--- config.mk ---
export PLATFORM = sky130hd
export DESIGN_NAME = cmbt_bus_engine
export DESIGN_NICKNAME = d
export VERILOG_FILES = /design/src/hdl/cmbt_pkg.sv /design/src/hdl/cmbt_word_buf.sv /design/src/hdl/cmbt_bus_engine.sv
export SDC_FILE = /design/constraint.sdc
export NUM_CORES = 1
export LEC_CHECK = 0
export BUFFER_PORTS_ARGS = -buffer_cell sky130_fd_sc_hd__buf_2
export CAP_MARGIN = 20
export CORE_MARGIN = 2
export CORE_UTILIZATION = 59
export DETAILED_ROUTE_END_ITERATION = 8
export PLACE_DENSITY = 0.92
export SLEW_MARGIN = 25
export SYNTH_ARGS = -nofsm -noshare
export SYNTH_HDL_FRONTEND = slang
export SYNTH_SLANG_ARGS = --single-unit
--- constraint.sdc ---
create_clock -name clk -period 5.42 [get_ports clk]
set_clock_uncertainty 0.15 [all_clocks]
set_input_delay 0.271 -clock clk [delete_from_list [all_inputs] [get_ports clk]]
set_output_delay 0.271 -clock clk [all_outputs]
set_load 0.03 [all_outputs]
--- src/hdl/cmbt_pkg.sv ---
`default_nettype none

package cmbt_pkg;

  // ----------------------------------------------------------------
  // register map (byte addresses)
  // ----------------------------------------------------------------
  localparam logic [7:0]  OFS_CTRL   = 8'h00;
  localparam logic [7:0]  OFS_ADDR   = 8'h04;
  localparam logic [7:0]  OFS_CMD    = 8'h08;
  localparam logic [7:0]  OFS_STAT   = 8'h0c;
  localparam logic [7:0]  OFS_MASK   = 8'h10;
  localparam logic [2:0]  OFS_BUF_HI = 3'h1;   // paddr[7:5] of buffer words 0x20..0x3c

  // ----------------------------------------------------------------
  // field positions and reset values
  // ----------------------------------------------------------------
  localparam int          CTRL_ENH   = 0;
  localparam int          CMD_KIND   = 0;      // [2:0]
  localparam int          CMD_LEN    = 4;      // [6:4] words minus one
  localparam int          CMD_SIZE   = 8;      // [9:8] standard single size
  localparam int          CMD_CACHE  = 12;
  localparam int          CMD_ABSENT = 13;
  localparam int          STAT_BUSY  = 0;
  localparam int          STAT_LOCK  = 1;
  localparam int          STAT_ERR   = 2;
  localparam logic [31:0] CTRL_RST   = 32'h0000_0000;
  localparam logic [31:0] ADDR_RST   = 32'h0000_0000;
  localparam logic [31:0] MASK_RST   = 32'hffff_ffff;
  localparam logic [31:0] CMD_RST    = 32'h0000_0000;

  // ----------------------------------------------------------------
  // bus encodings and counts
  // ----------------------------------------------------------------
  localparam logic [1:0]  SIZE_WORD  = 2'h2;
  localparam logic [2:0]  LINE_LM1   = 3'h7;   // eight words minus one
  localparam logic [3:0]  LANES_ALL  = 4'hf;

  typedef enum logic [2:0] {
    K_RD    = 3'h0,
    K_WR    = 3'h1,
    K_FILL  = 3'h2,
    K_WBST  = 3'h3,
    K_SWAP  = 3'h4,
    K_XLAT  = 3'h5
  } cmbt_kind_t;

  typedef enum logic [1:0] {
    ST_IDLE = 2'h0,
    ST_LOAD = 2'h1,
    ST_ANN  = 2'h3,
    ST_DATA = 2'h2
  } cmbt_state_t;

  // ----------------------------------------------------------------
  // carriers
  // ----------------------------------------------------------------
  typedef struct packed {
    logic        psel;
    logic        penable;
    logic        pwrite;
    logic [31:0] paddr;
    logic [31:0] pwdata;
  } cmbt_apb_req_t;

  typedef struct packed {
    logic [31:0] prdata;
    logic        pready;
    logic        pslverr;
  } cmbt_apb_rsp_t;

  typedef struct packed {
    logic [31:0] addr;
    logic [1:0]  access_size_pins;
    logic        read_not_write_n;
    logic        line_fill_flag;
    logic        lock;
    logic        cycle_type_idle_n;
    logic [1:0]  lane_select_outputs;
  } cmbt_pins_t;

endpackage : cmbt_pkg

`default_nettype wire

--- src/hdl/cmbt_word_buf.sv ---
`timescale 1ns/1ns
`default_nettype none

module cmbt_word_buf (
  // clock and reset
  input  wire logic        clk,
  input  wire logic        nrst,
  // write port
  input  wire logic        we,
  input  wire logic [2:0]  widx,
  input  wire logic [31:0] wdata,
  // read port
  input  wire logic [2:0]  ridx,
  output logic [31:0]      rdata_q
);

  logic [31:0] mem [8];

  // ----------------------------------------------------------------
  // storage
  // ----------------------------------------------------------------
  // array write
  always_ff @(posedge clk) begin
    if (we) begin
      mem[widx] <= wdata;
    end
  end

  // registered read, one cycle after the index
  always_ff @(posedge clk or negedge nrst) begin
    if (!nrst) begin
      rdata_q <= 32'h0000_0000;
    end else begin
      rdata_q <= mem[ridx];
    end
  end

endmodule : cmbt_word_buf

`default_nettype wire

--- src/hdl/cmbt_bus_engine.sv ---
`timescale 1ns/1ns
`default_nettype none

// Contract
// - idle gaps hold address, direction, lanes
// - any idle gap between accesses allowed
// - uncached read, unbuffered write: single access
// - translation fetches are single uncached reads
// - enhanced buffered writes start nonsequential
// - merged subblock writes: sequential run, masks
// - line fill is eight words, any start
// - fill starts critical word or word zero
// - line fill flag on every fill access
// - uncached swap: read then write, nonsequential
// - lock rises at read, falls after write
// - lock held across swap idle gap
// - cached swap: no lock, fill if absent
// - stall low adds one whole cycle
// - read bursts only for eight-word fills
// - standard write bursts from merged stores
// - enhanced write bursts 2,3,4,8 words
// - 32-byte store burst: flag, all lanes
// - no burst crosses 32-byte boundary
// - fill start offset by mode setting
// - standard write burst start offsets, full bytes
// - enhanced end words write one byte minimum
// - cycle type pin announces next cycle
// - enhanced byte mask on address, size pins
// - standard size pins and byte address
module cmbt_bus_engine (
  // clock and reset
  input  wire logic                    clk,
  input  wire logic                    nrst,
  // apb register slave
  input  wire cmbt_pkg::cmbt_apb_req_t apb_req,
  output var  cmbt_pkg::cmbt_apb_rsp_t apb_rsp,
  // memory bus
  output var  cmbt_pkg::cmbt_pins_t    pins,
  output logic [31:0]                  data_o,
  output logic                         data_oe,
  input  wire logic [31:0]             data_i,
  input  wire logic                    stall_request_n
);

  // ----------------------------------------------------------------
  // helpers
  // ----------------------------------------------------------------
  // legal burst start word for a length
  function automatic logic burst_ok(input logic [2:0] lm1, input logic [2:0] sw);
    logic ok;
    ok = 1'b0;
    unique case (lm1)
      3'h0:    ok = 1'b1;
      3'h1:    ok = (sw[1:0] != 2'h3);
      3'h2:    ok = !sw[1];
      3'h3:    ok = (sw[1:0] == 2'h0);
      3'h7:    ok = (sw == 3'h0);
      default: ok = 1'b0;
    endcase
    return ok;
  endfunction : burst_ok

  // active-high lane nibble of word i
  function automatic logic [3:0] nib(input logic [31:0] m, input logic [2:0] i);
    return m[{i, 2'b00} +: 4];
  endfunction : nib

  // line word carried by the n-th transfer
  function automatic logic [2:0] word_at(input cmbt_pkg::cmbt_kind_t k, input logic enh,
                                         input logic [2:0] sw, input logic [2:0] n);
    if (k == cmbt_pkg::K_FILL && enh) begin
      return {sw[2] ^ n[2], 2'(sw[1:0] + n[1:0])};
    end else if (k == cmbt_pkg::K_FILL) begin
      return n;
    end
    return 3'(sw + n);
  endfunction : word_at

  // buffer slot of the n-th transfer
  function automatic logic [2:0] buf_idx(input cmbt_pkg::cmbt_kind_t k, input logic enh,
                                         input logic [2:0] sw, input logic [2:0] n,
                                         input logic swr);
    if (k == cmbt_pkg::K_FILL) begin
      return word_at(k, enh, sw, n);
    end else if (k == cmbt_pkg::K_WBST) begin
      return n;
    end
    return {2'b00, swr};
  endfunction : buf_idx

  // direction of the current access
  function automatic logic is_wr(input cmbt_pkg::cmbt_kind_t k, input logic swr);
    return (k == cmbt_pkg::K_WR) || (k == cmbt_pkg::K_WBST) || (k == cmbt_pkg::K_SWAP && swr);
  endfunction : is_wr

  // address-timed pins of the n-th transfer
  function automatic cmbt_pkg::cmbt_pins_t mk_pins(input cmbt_pkg::cmbt_kind_t k, input logic enh,
                                                   input logic [31:0] base, input logic [2:0] n,
                                                   input logic [2:0] lm1, input logic [31:0] m,
                                                   input logic [1:0] sz, input logic swr);
    cmbt_pkg::cmbt_pins_t p;
    logic                 single;
    logic [3:0]           ln;
    p      = '0;
    single = (k == cmbt_pkg::K_RD) || (k == cmbt_pkg::K_WR) || (k == cmbt_pkg::K_XLAT);
    ln     = cmbt_pkg::LANES_ALL;
    if (k == cmbt_pkg::K_WR) begin
      ln = nib(m, 3'h0);
    end else if (k == cmbt_pkg::K_WBST && lm1 != cmbt_pkg::LINE_LM1) begin
      ln = nib(m, n);
    end
    p.read_not_write_n = is_wr(k, swr);
    p.line_fill_flag   = (k == cmbt_pkg::K_FILL) ||
                         (k == cmbt_pkg::K_WBST && lm1 == cmbt_pkg::LINE_LM1);
    p.addr[31:2]       = single ? base[31:2] : {base[31:5], word_at(k, enh, base[4:2], n)};
    if (enh) begin
      p.addr[1:0]           = ~ln[3:2];
      p.access_size_pins    = ~ln[1:0];
      p.lane_select_outputs = 2'h0;
    end else begin
      p.addr[1:0]           = single ? base[1:0] : 2'h0;
      p.access_size_pins    = single ? sz : cmbt_pkg::SIZE_WORD;
      p.lane_select_outputs = p.addr[1:0];
    end
    p.cycle_type_idle_n = 1'b1;
    return p;
  endfunction : mk_pins

  // ----------------------------------------------------------------
  // declarations
  // ----------------------------------------------------------------
  cmbt_pkg::cmbt_state_t state_q;
  cmbt_pkg::cmbt_kind_t  kind_q;
  cmbt_pkg::cmbt_kind_t  cmd_kind;
  logic [31:0]           ctrl_q;
  logic [31:0]           addr_q;
  logic [31:0]           mask_q;
  logic [31:0]           cmd_q;
  logic                  err_q;
  logic [2:0]            lm1_q;
  logic [2:0]            cnt_q;
  logic                  swr_q;
  logic [1:0]            size_q;
  logic [31:0]           prdata_q;
  logic [31:0]           buf_rdata;
  logic                  enh;
  logic                  acc;
  logic                  wr_acc;
  logic                  hit_buf;
  logic                  hit_reg;
  logic                  idle;
  logic                  cmd_wr;
  logic                  cmd_legal;
  logic                  cmd_noop;
  logic [2:0]            cmd_lm1;
  logic                  adv;
  logic                  last;
  logic [2:0]            cnt_nx;
  logic                  buf_we;
  logic [2:0]            buf_widx;
  logic [31:0]           buf_wdata;
  logic [2:0]            buf_ridx;

  // ----------------------------------------------------------------
  // apb decode
  // ----------------------------------------------------------------
  // access phase, map hits, engine idle
  assign enh     = ctrl_q[cmbt_pkg::CTRL_ENH];
  assign acc     = apb_req.psel && apb_req.penable;
  assign wr_acc  = acc && apb_req.pwrite;
  assign idle    = (state_q == cmbt_pkg::ST_IDLE);
  assign hit_buf = (apb_req.paddr[31:8] == 24'h00_0000) && (apb_req.paddr[1:0] == 2'h0) &&
                   (apb_req.paddr[7:5] == cmbt_pkg::OFS_BUF_HI);
  assign hit_reg = (apb_req.paddr[31:8] == 24'h00_0000) &&
                   ((apb_req.paddr[7:0] == cmbt_pkg::OFS_CTRL) ||
                    (apb_req.paddr[7:0] == cmbt_pkg::OFS_ADDR) ||
                    (apb_req.paddr[7:0] == cmbt_pkg::OFS_CMD)  ||
                    (apb_req.paddr[7:0] == cmbt_pkg::OFS_STAT) ||
                    (apb_req.paddr[7:0] == cmbt_pkg::OFS_MASK));

  // zero-wait answer, error on unmapped address
  assign apb_rsp.pready  = 1'b1;
  assign apb_rsp.pslverr = acc && !(hit_buf || hit_reg);
  assign apb_rsp.prdata  = hit_buf ? buf_rdata : prdata_q;

  // register read data captured in setup phase
  always_ff @(posedge clk or negedge nrst) begin
    if (!nrst) begin
      prdata_q <= 32'h0000_0000;
    end else if (apb_req.psel && !apb_req.penable) begin
      unique case (apb_req.paddr[7:0])
        cmbt_pkg::OFS_CTRL: prdata_q <= ctrl_q;
        cmbt_pkg::OFS_ADDR: prdata_q <= addr_q;
        cmbt_pkg::OFS_CMD:  prdata_q <= cmd_q;
        cmbt_pkg::OFS_MASK: prdata_q <= mask_q;
        cmbt_pkg::OFS_STAT: prdata_q <= {29'h0, err_q, pins.lock, !idle};
        default:            prdata_q <= 32'h0000_0000;
      endcase
    end
  end

  // configuration held stable while a transaction runs
  always_ff @(posedge clk or negedge nrst) begin
    if (!nrst) begin
      ctrl_q <= cmbt_pkg::CTRL_RST;
      addr_q <= cmbt_pkg::ADDR_RST;
      mask_q <= cmbt_pkg::MASK_RST;
      cmd_q  <= cmbt_pkg::CMD_RST;
    end else if (wr_acc && idle && apb_req.paddr[31:8] == 24'h00_0000) begin
      unique case (apb_req.paddr[7:0])
        cmbt_pkg::OFS_CTRL: ctrl_q <= {31'h0, apb_req.pwdata[cmbt_pkg::CTRL_ENH]};
        cmbt_pkg::OFS_ADDR: addr_q <= apb_req.pwdata;
        cmbt_pkg::OFS_MASK: mask_q <= apb_req.pwdata;
        cmbt_pkg::OFS_CMD:  cmd_q  <= apb_req.pwdata;
        default:            ;
      endcase
    end
  end

  // ----------------------------------------------------------------
  // command check
  // ----------------------------------------------------------------
  // decode and legality of a command word
  always_comb begin
    cmd_wr    = wr_acc && idle && (apb_req.paddr[31:0] == {24'h0, cmbt_pkg::OFS_CMD});
    cmd_kind  = cmbt_pkg::cmbt_kind_t'(apb_req.pwdata[cmbt_pkg::CMD_KIND +: 3]);
    cmd_noop  = (cmd_kind == cmbt_pkg::K_SWAP) && apb_req.pwdata[cmbt_pkg::CMD_CACHE] &&
                !apb_req.pwdata[cmbt_pkg::CMD_ABSENT];
    cmd_lm1   = 3'h0;
    cmd_legal = 1'b1;
    unique case (cmd_kind)
      cmbt_pkg::K_FILL: cmd_lm1 = cmbt_pkg::LINE_LM1;
      cmbt_pkg::K_WBST: begin
        cmd_lm1   = apb_req.pwdata[cmbt_pkg::CMD_LEN +: 3];
        cmd_legal = burst_ok(cmd_lm1, addr_q[4:2]) && cmd_lm1 != 3'h0 &&
                    (!enh || cmd_lm1 == cmbt_pkg::LINE_LM1 ||
                     (nib(mask_q, 3'h0) != 4'h0 && nib(mask_q, cmd_lm1) != 4'h0));
      end
      cmbt_pkg::K_WR:   cmd_legal = !enh || nib(mask_q, 3'h0) != 4'h0;
      cmbt_pkg::K_SWAP: cmd_lm1 = 3'h0;
      cmbt_pkg::K_RD, cmbt_pkg::K_XLAT: cmd_lm1 = 3'h0;
      default:          cmd_legal = 1'b0;
    endcase
  end

  // error flag follows the latest command
  always_ff @(posedge clk or negedge nrst) begin
    if (!nrst) begin
      err_q <= 1'b0;
    end else if (cmd_wr) begin
      err_q <= !cmd_legal;
    end
  end

  // ----------------------------------------------------------------
  // transfer sequencer
  // ----------------------------------------------------------------
  // stall is sampled at the edge that would end a data cycle
  assign adv    = (state_q == cmbt_pkg::ST_DATA) && stall_request_n;
  assign last   = (cnt_q == lm1_q);
  assign cnt_nx = 3'(cnt_q + 3'h1);

  // state, command latch and word counter
  always_ff @(posedge clk or negedge nrst) begin
    if (!nrst) begin
      state_q <= cmbt_pkg::ST_IDLE;
      kind_q  <= cmbt_pkg::K_RD;
      lm1_q   <= 3'h0;
      cnt_q   <= 3'h0;
      swr_q   <= 1'b0;
      size_q  <= cmbt_pkg::SIZE_WORD;
    end else begin
      unique case (state_q)
        cmbt_pkg::ST_IDLE: begin
          if (cmd_wr && cmd_legal && !cmd_noop) begin
            state_q <= cmbt_pkg::ST_LOAD;
            kind_q  <= (cmd_kind == cmbt_pkg::K_SWAP && apb_req.pwdata[cmbt_pkg::CMD_CACHE]) ?
                       cmbt_pkg::K_FILL : cmd_kind;
            lm1_q   <= (cmd_kind == cmbt_pkg::K_SWAP && apb_req.pwdata[cmbt_pkg::CMD_CACHE]) ?
                       cmbt_pkg::LINE_LM1 : cmd_lm1;
            size_q  <= apb_req.pwdata[cmbt_pkg::CMD_SIZE +: 2];
            cnt_q   <= 3'h0;
            swr_q   <= 1'b0;
          end
        end
        cmbt_pkg::ST_LOAD: state_q <= cmbt_pkg::ST_ANN;
        cmbt_pkg::ST_ANN:  state_q <= cmbt_pkg::ST_DATA;
        cmbt_pkg::ST_DATA: begin
          if (adv && last && kind_q == cmbt_pkg::K_SWAP && !swr_q) begin
            swr_q   <= 1'b1;
            state_q <= cmbt_pkg::ST_ANN;
          end else if (adv && last) begin
            state_q <= cmbt_pkg::ST_IDLE;
          end else if (adv) begin
            cnt_q   <= cnt_nx;
          end
        end
      endcase
    end
  end

  // address-timed pins and cycle type
  always_ff @(posedge clk or negedge nrst) begin
    if (!nrst) begin
      pins <= '{addr: 32'h0, access_size_pins: cmbt_pkg::SIZE_WORD, read_not_write_n: 1'b0,
                line_fill_flag: 1'b0, lock: 1'b0, cycle_type_idle_n: 1'b1,
                lane_select_outputs: 2'h0};
    end else begin
      unique case (state_q)
        cmbt_pkg::ST_IDLE: ;
        cmbt_pkg::ST_LOAD: begin
          pins      <= mk_pins(kind_q, enh, addr_q, 3'h0, lm1_q, mask_q, size_q, 1'b0);
          pins.lock <= (kind_q == cmbt_pkg::K_SWAP);
          pins.cycle_type_idle_n <= 1'b0;
        end
        cmbt_pkg::ST_ANN: pins.cycle_type_idle_n <= (lm1_q == 3'h0);
        cmbt_pkg::ST_DATA: begin
          if (adv && last && kind_q == cmbt_pkg::K_SWAP && !swr_q) begin
            pins      <= mk_pins(kind_q, enh, addr_q, 3'h0, lm1_q, mask_q, size_q, 1'b1);
            pins.lock <= 1'b1;
            pins.cycle_type_idle_n <= 1'b0;
          end else if (adv && last) begin
            pins.lock              <= 1'b0;
            pins.cycle_type_idle_n <= 1'b1;
          end else if (adv) begin
            pins      <= mk_pins(kind_q, enh, addr_q, cnt_nx, lm1_q, mask_q, size_q, swr_q);
            pins.lock <= pins.lock;
            pins.cycle_type_idle_n <= (cnt_nx == lm1_q);
          end
        end
      endcase
    end
  end

  // data bus drive enable
  always_ff @(posedge clk or negedge nrst) begin
    if (!nrst) begin
      data_oe <= 1'b0;
    end else if (state_q == cmbt_pkg::ST_ANN) begin
      data_oe <= is_wr(kind_q, swr_q);
    end else if (adv && last) begin
      data_oe <= 1'b0;
    end
  end

  // ----------------------------------------------------------------
  // word buffer
  // ----------------------------------------------------------------
  // read data captured at the end of an unstalled data cycle
  always_comb begin
    buf_we    = 1'b0;
    buf_widx  = apb_req.paddr[4:2];
    buf_wdata = apb_req.pwdata;
    if (adv && !is_wr(kind_q, swr_q)) begin
      buf_we    = 1'b1;
      buf_widx  = buf_idx(kind_q, enh, addr_q[4:2], cnt_q, swr_q);
      buf_wdata = data_i;
    end else if (wr_acc && idle && hit_buf) begin
      buf_we    = 1'b1;
    end
  end

  // next word prefetched so write data is on time
  always_comb begin
    buf_ridx = apb_req.paddr[4:2];
    if (adv && !last) begin
      buf_ridx = buf_idx(kind_q, enh, addr_q[4:2], cnt_nx, swr_q);
    end else if (!idle && state_q != cmbt_pkg::ST_LOAD) begin
      buf_ridx = buf_idx(kind_q, enh, addr_q[4:2], cnt_q, swr_q);
    end
  end

  cmbt_word_buf u_buf (
    .clk     (clk),
    .nrst    (nrst),
    .we      (buf_we),
    .widx    (buf_widx),
    .wdata   (buf_wdata),
    .ridx    (buf_ridx),
    .rdata_q (buf_rdata)
  );

  // write data straight from the buffer register
  assign data_o = buf_rdata;

endmodule : cmbt_bus_engine

`default_nettype wire

; ---- After elaboration in Yosys (flattened, before gate mapping)
; Memory sizes are Yosys's and may differ from the RTL's. A register that Yosys moved wholly into a read port is not among the register bits.
; Index checks and enable logic that the tools add are counted.
; Widths: inputs -> output; s select.
[classes]
eq_ne = 38
n_reduce_logical = 84
bitwise = 8
n_addsub = 5
shifts = 2
mux = 98
[ops]
columns = operator, n
row1 = $pmux 32 s5, 1
row2 = $mux 3, 32
row3 = $mux 40, 2
row4 = $pmux 37 s2, 1
row5 = $mux 32, 2
row6 = $shiftx 32x6->4, 2
row7 = $mux 4, 14
row8 = $mux 36, 1
row9 = $eq 32x4->1 const B, 1
row10 = $logic_and 1x1->1, 29
row11 = $mux 1, 29
row12 = $logic_not 24->1, 1
row13 = $eq 3x2->1 const B, 6
row14 = $eq 3x3->1 const B, 6
row15 = $eq 8x4->1 const B, 2
row16 = $mux 2, 8
row17 = $reduce_and 2->1, 8
row18 = $logic_not 3->1, 5
row19 = $logic_or 1x1->1, 14
row20 = $eq 3x1->1 const B, 4
row21 = $logic_not 1->1, 12
row22 = $not 2->2, 6
row23 = $pmux 3 s2, 2
row24 = $eq 8x3->1 const B, 1
row25 = 27 further kinds, 46
[word_totals]
ram_bits = 256
register_bits = 185
in_bits = 102
memories = 1
word_cells = 256
out_inout_bits = 107
[mem_list]
columns = memory, depth, word_bits, read_ports, rd_ports_with_merged_regs, wr, line_no
row1 = u_buf.mem, 8, 32, 1, 1, 1, cmbt_word_buf.sv:17  ; logic [31:0] mem [8];

; ---- Depth between registers and ports, before layout
[logic_depth]
ltp_word = 14
mapped_depth = 12
depth_no_buf = 10

; ---- Cells and area by module
; From an unflattened synthesis, not the netlist that was laid out.
[unflattened]
cells_unflattened = 1268
hier_area_um2 = 20153.1
[modules_own_cells]
columns = module, area_each_um2, instances, seq_area_each_um2, cells_each
row1 = cmbt_word_buf, 10626.4, 1, 8488.1, 415
row2 = cmbt_bus_engine, 9526.6, 1, 4673.2, 853

; ---- Worst setup path after synthesis
; Ideal clock, no wire load.
[synth_timing]
kind = register -> register
start = reg state_q[1]
end = mem u_buf.mem[1][0] (enable)
required_ns = 4.809
stages_incl_launch_ff = 9
synth_period_minus_slack_ns = 4.622
setup_slack_ns = 0.798
n_path_buf = 1
arrival_time_ns = 4.010
setup_time_ns = 0.461
cell_sequence = dfrtp_1 inv_1 ha_1 clkbuf_1 nand4_1 or3_1 nor2_1 a31oi_1 nor3_1
[synth_via]
elab_chain_cells = 7
word_cells_on_any_way = 11
cone_classes = eq/ne: 1 / mux: 5 / reduce/logical: 5
[synth_rtl]
columns = item, line_no
row1 = start: declaration, cmbt_bus_engine.sv:132  ; cmbt_pkg::cmbt_state_t state_q;
row2 = start signal: assignment, cmbt_bus_engine.sv:266  ; state_q <= cmbt_pkg::ST_IDLE;
row3 = start signal: assignment, cmbt_bus_engine.sv:276  ; state_q <= cmbt_pkg::ST_LOAD;
row4 = start signal: assignment, cmbt_bus_engine.sv:286  ; cmbt_pkg::ST_LOAD: state_q <= cmbt_pkg::ST_ANN;
row5 = $logic_not 2->1, cmbt_bus_engine.sv:171  ; assign idle = (state_q == cmbt_pkg::ST_IDLE);
row6 = $logic_and 1x1->1 (2 in series), cmbt_bus_engine.sv:358  ; end else if (wr_acc && idle && hit_buf) begin
row7 = $mux 1, cmbt_bus_engine.sv:358
row8 = $mux 1, cmbt_bus_engine.sv:354  ; if (adv && !is_wr(kind_q, swr_q)) begin
row9 = $mux 1, cmbt_word_buf.sv:24  ; if (we) begin
row10 = $mux 1 (implied by the code), cmbt_word_buf.sv:25  ; mem[widx] <= wdata;
row11 = end: declaration, cmbt_word_buf.sv:17
; Several ways; a longest one is shown, not always the timed one.

; ---- Worst setup path in the final report
[layout_timing]
start = reg cnt_q[0]
end = reg u_buf.rdata_q[4], read port of u_buf.mem
[layout_via]
elab_chain_cells = 7
word_cells_on_any_way = 21
cone_classes = add/sub: 5 / eq/ne: 1 / mux: 12 / bitwise: 1 / reduce/logical: 2
[layout_rtl]
columns = item, line_no
row1 = start: declaration, cmbt_bus_engine.sv:141  ; logic [2:0] cnt_q;
row2 = start signal: assignment, cmbt_bus_engine.sv:295  ; cnt_q <= cnt_nx;
row3 = $add 3x1->3 or $add 2x2->2 (tied branches), "cmbt_bus_engine.sv:261, cmbt_bus_engine.sv:72"
row4 = "$add 2x2->2, or another cell as far along", cmbt_bus_engine.sv:72  ; return {sw[2] ^ n[2], 2'(sw[1:0] + n[1:0])};
row5 = "$mux 3, on equally long branches", "cmbt_bus_engine.sv:71, cmbt_bus_engine.sv:76"
row6 = "$mux 3, on equally long branches", "cmbt_bus_engine.sv:76, cmbt_bus_engine.sv:83"
row7 = "$mux 3, on equally long branches", "cmbt_bus_engine.sv:83, cmbt_bus_engine.sv:88"
row8 = "$mux 3, on equally long branches", "cmbt_bus_engine.sv:88, cmbt_bus_engine.sv:368"
row9 = $mux 3 (*), cmbt_bus_engine.sv:366  ; if (adv && !last) begin
row10 = end: declaration, cmbt_word_buf.sv:14  ; output logic [31:0] rdata_q
; Every way passes the cells marked *; elsewhere a longest branch is shown, timed or not. The select of a mux whose other input is x is not followed.
; A chain may end at the register's enable or synchronous reset.

==> impl_metrics.json <==
{
  "start_util_pct": 60.0,
  "grt_pass1_vias": 15400,
  "final_area_um2": 24100,
  "synth.area.top_cells": "edfxtp_1 (37%), dfrtp_1 (22%), mux2_2 (8.2%)",
  "port_buffers": 207,
  "met3WireLength_mm": 6.79,
  "vias": 15400,
  "yosysTopAreaCell": "edfxtp_1",
  "std_cell_rows": 68,
  "slew_headroom_pct": 26.4,
  "outcome": "complete, no violations",
  "ant_nets": 0,
  "grt_pass1_wl_mm": 90.5,
  "grt-ovfl-total": 0,
  "antenna_found_initial": 1,
  "hpwlAfterDp_mm": 36.6,
  "clock_latency_ns": 0.56,
  "fmax_mhz": 218,
  "pwr-share-clk_pct": 32.3,
  "drv_cap": 0,
  "fill_cells": 2238,
  "async_flop_share_pct": 45.9,
  "rr_worst_depth": 9,
  "whs_path_depth": 2,
  "die_w_um": 192,
  "h-tree-depth": 2,
  "fin_crit_ns": 4.59,
  "hold_class": "primary input to flop",
  "cp.arrival_ns": 4.85,
  "switching_share_pct": 32.3,
  "yosysWarnings": 0,
  "synthToLayoutAreaGrowth_pct": 15.9,
  "max-vdd-ir-drop_mv": 0.331,
  "intPower_mw": 6.48,
  "combPwrFrac_pct": 23.5,
  "ctsRootBufferMaster": "clkbuf_16",
  "timing.setup.tns_ns": 0,
  "nets": 1892,
  "synth_edf_count": 256,
  "top_layer": "met4",
  "hold_violations": 0,
  "setup_violations": 0,
  "cts_setup_buffers": 0,
  "slew_viol_final": 0,
  "grt_max_degree": 129,
  "avgSynthCellArea_um2": 13.2,
  "clock_sinks": 473,
  "startpoint_type": "flop",
  "power_leakage_nw": 9.78,
  "worstSetupPathType": "flop to flop",
  "drive_gt1_share_pct": 28.4,
  "synth_area_um2": 20800,
  "syn_inst": 1579,
  "critPathLaunch": "cnt_q[0]$_DFFE_PN0P_",
  "syn_nets": 1689,
  "whs_endpoint": "u_buf.mem[1][24]$_DFFE_PP_",
  "grtUsageTotal_pct": 33.0,
  "yosysTopAreaCellShare_pct": 37.0,
  "drcViolationCount": 0,
  "core_um2": 34600,
  "met2_length_mm": 29.2,
  "antenna_cells": 0,
  "cts_buffer_depth": 3,
  "cp_max_fo": 84,
  "r2r_slack_ns": 0.83,
  "ys_ff_latch": 473,
  "ios": 209,
  "fin_crit_sh_pct": 84.8,
  "end_kind": "flop",
  "clk_pin_slew_ns": 0.06,
  "synth_ff_type": "edfxtp_1",
  "worstMarginPinSlew_ns": 1.09,
  "drt-initial-drc-count": 2091,
  "yosysSeqAreaShare_pct": 63.3,
  "cts_made_buffers": 46,
  "hold_start": "data_i[24]",
  "wirelength_mm": 60.6,
  "place_area_um2": 22200,
  "stdcell_count": 2273,
  "tritoncts": "built",
  "regToRegEndpoint": "u_buf.rdata_q[4]$_DFF_PN0_",
  "worst_ep_required_time_ns": 5.68,
  "place_inst": 2142,
  "die-area_um2": 36700,
  "firstDrtPassIters": 6,
  "gp_congestion": 0.980,
  "wl_met1_mm": 21.5,
  "total_power_mw": 9.57,
  "power_density_nw_per_um2": 397,
  "post_drt_wl_per_cell_um": 26.6,
  "rsz0062_at_grt": "no",
  "viasPerCell": 6.78,
  "switching_power_mw": 3.09,
  "dieHeight_um": 192,
  "ys_types": 70,
  "seq_power_share_pct": 44.3,
  "r2r_start": "cnt_q[0]$_DFFE_PN0P_"
}
-- layout by cell type (no fill, tap or decap), drive strengths merged, types with 7 or more instances in the layout --
cell         netlist  layout
a2111oi          128     128
a21oi             34      34
a22o              23      23
a31oi             13      13
and3             129     129
buf               37     240
clkbuf            95      70
clkinv             1      11
dfrtp            182     182
dfstp             35      35
dlygate4sd3        0      47
edfxtp           256     256
ha                 7       7
inv               15      17
mux2             157     157
mux4               9       9
nand2            167     167
nand2b             7       7
nand3              7       7
nor2              28      28
nor3              20      20
nor4              51      51
o21ai             62      62
xor2               7       7
-- synthesized netlist by cell type, types with 5 or more instances --
| library cell | count |
|---|---|
| nor3_1 | 20 |
| mux2_1 | 6 |
| mux4_2 | 9 |
| a22o_1 | 23 |
| or3_1 | 5 |
| inv_1 | 15 |
| nor2_1 | 28 |
| a2111oi_0 | 128 |
| mux2_2 | 151 |
| and2_1 | 6 |
| nand2_1 | 167 |
| a222oi_1 | 6 |
| xor2_1 | 7 |
| dfrtp_1 | 182 |
| o22ai_1 | 5 |
| dfstp_2 | 35 |
| buf_2 | 17 |
| a21oi_1 | 34 |
| clkbuf_1 | 93 |
| buf_6 | 13 |
| mux2i_1 | 5 |
| edfxtp_1 | 256 |
| ha_1 | 7 |
| o21ai_0 | 61 |
| and3_1 | 129 |
| nor4_1 | 51 |
| nand2b_1 | 7 |
| nor3b_1 | 6 |
| nand3_1 | 7 |
| o31ai_1 | 6 |
| a31oi_1 | 13 |
| nand3b_1 | 5 |
-- state kept, by name, indices dropped and copies added (netlist names) --
signal         flops
pins              40
prdata_q          32
state_q            2
ctrl_q             1
kind_q             3
u_buf.mem        256
cmd_q             32
data_oe            1
err_q              1
u_buf.rdata_q     32
lm1_q              3
mask_q            32
size_q             2
swr_q              1
cnt_q              3
addr_q            32
-- layout make-up --
cell class	count	area [um2]	area share (%)
inverter	16	60.1	0.249
clock inverter	14	143	0.592
timing repair buffer	287	1820	7.55
tap	455	569	2.36
clock buffer	70	1290	5.36
sequential	473	13200	54.6
multi-input combinational	958	7050	29.3
-- power by group through the flow --
stage | clock network, mW | registers [mW] | logic, mW
after CTS | 3.09 | 4.23 | 2.20
after global routing | 3.25 | 4.24 | 2.39
after detailed placement | 0 | 4.29 | 2.16
final | 3.09 | 4.23 | 2.25
after global placement | 0 | 4.29 | 2.07
after floorplan | 0 | 4.47 | 1.28
-- routing by layer --
layer  GRT usage, %  vias up
met5              0        -
met4           16.1        0
met3           5.85      181
met2           54.5     1182
met1           42.4     7501
li1               -     6544
-- critical path, cell delays in order, from the launching register on --
cell	delay, ns
dfrtp_1	0.66
ha_1	0.83
inv_1	0.19
fa_1	0.54
inv_1	0.07
o2111ai_4	0.21
nand2_2	0.50
buf_12	0.44
a2111oi_0	0.63
nor4_1	0.13
-- cell families (layout without fill, tap and decap cells) --
| family | count (synthesis) | in the layout | synth area share (%) |
|---|---|---|---|
| multiplexers | 171 | 171 | 9.72 |
| AO/OA/AOI/OAI | 318 | 318 | 11.4 |
| adder cells (fa/ha/maj) | 8 | 8 | 0.518 |
| flip-flops | 473 | 473 | 63.3 |
| buffers and inverters | 148 | 387 | 3.31 |
| XOR/XNOR | 11 | 11 | 0.464 |
| AND/OR/NAND/NOR | 449 | 449 | 11.2 |
| other | 1 | 1 | 0.0180 |
-- timing repair --
item                      4_1_cts  5_1_grt
hold buffers                   47        0
hold endpoints to repair      282        0
resized for setup               0        0
-- metrics by stage --
stage / worst slack (ns) / hold slack, ns / utilization (%)
after detailed placement: 1.00 / 0.249 / 64.1
after global routing: 0.512 / 0.0189 / 69.6
after floorplan: 0.798 / -0.175 / -
after CTS: 0.948 / 0.00112 / 69.6
final: 0.826 / 0.00224 / 69.6
after global placement: 1.35 / 0.245 / 64.1
-- how the worst max path moves through the flow --
| stage | end |
|---|---|
| 4_1_cts | u_buf.rdata_q[4]$_DFF_PN0_ |
| 5_1_grt | u_buf.rdata_q[9]$_DFF_PN0_ |
| 3_5_place_dp | u_buf.rdata_q[17]$_DFF_PN0_ |
| 6_report | u_buf.rdata_q[4]$_DFF_PN0_ |
| 2_1_floorplan | u_buf.mem[1][0]$_DFFE_PP_ |
| 3_3_place_gp | u_buf.rdata_q[19]$_DFF_PN0_ |
No activity file was read; power rests on OpenSTA's default activity.
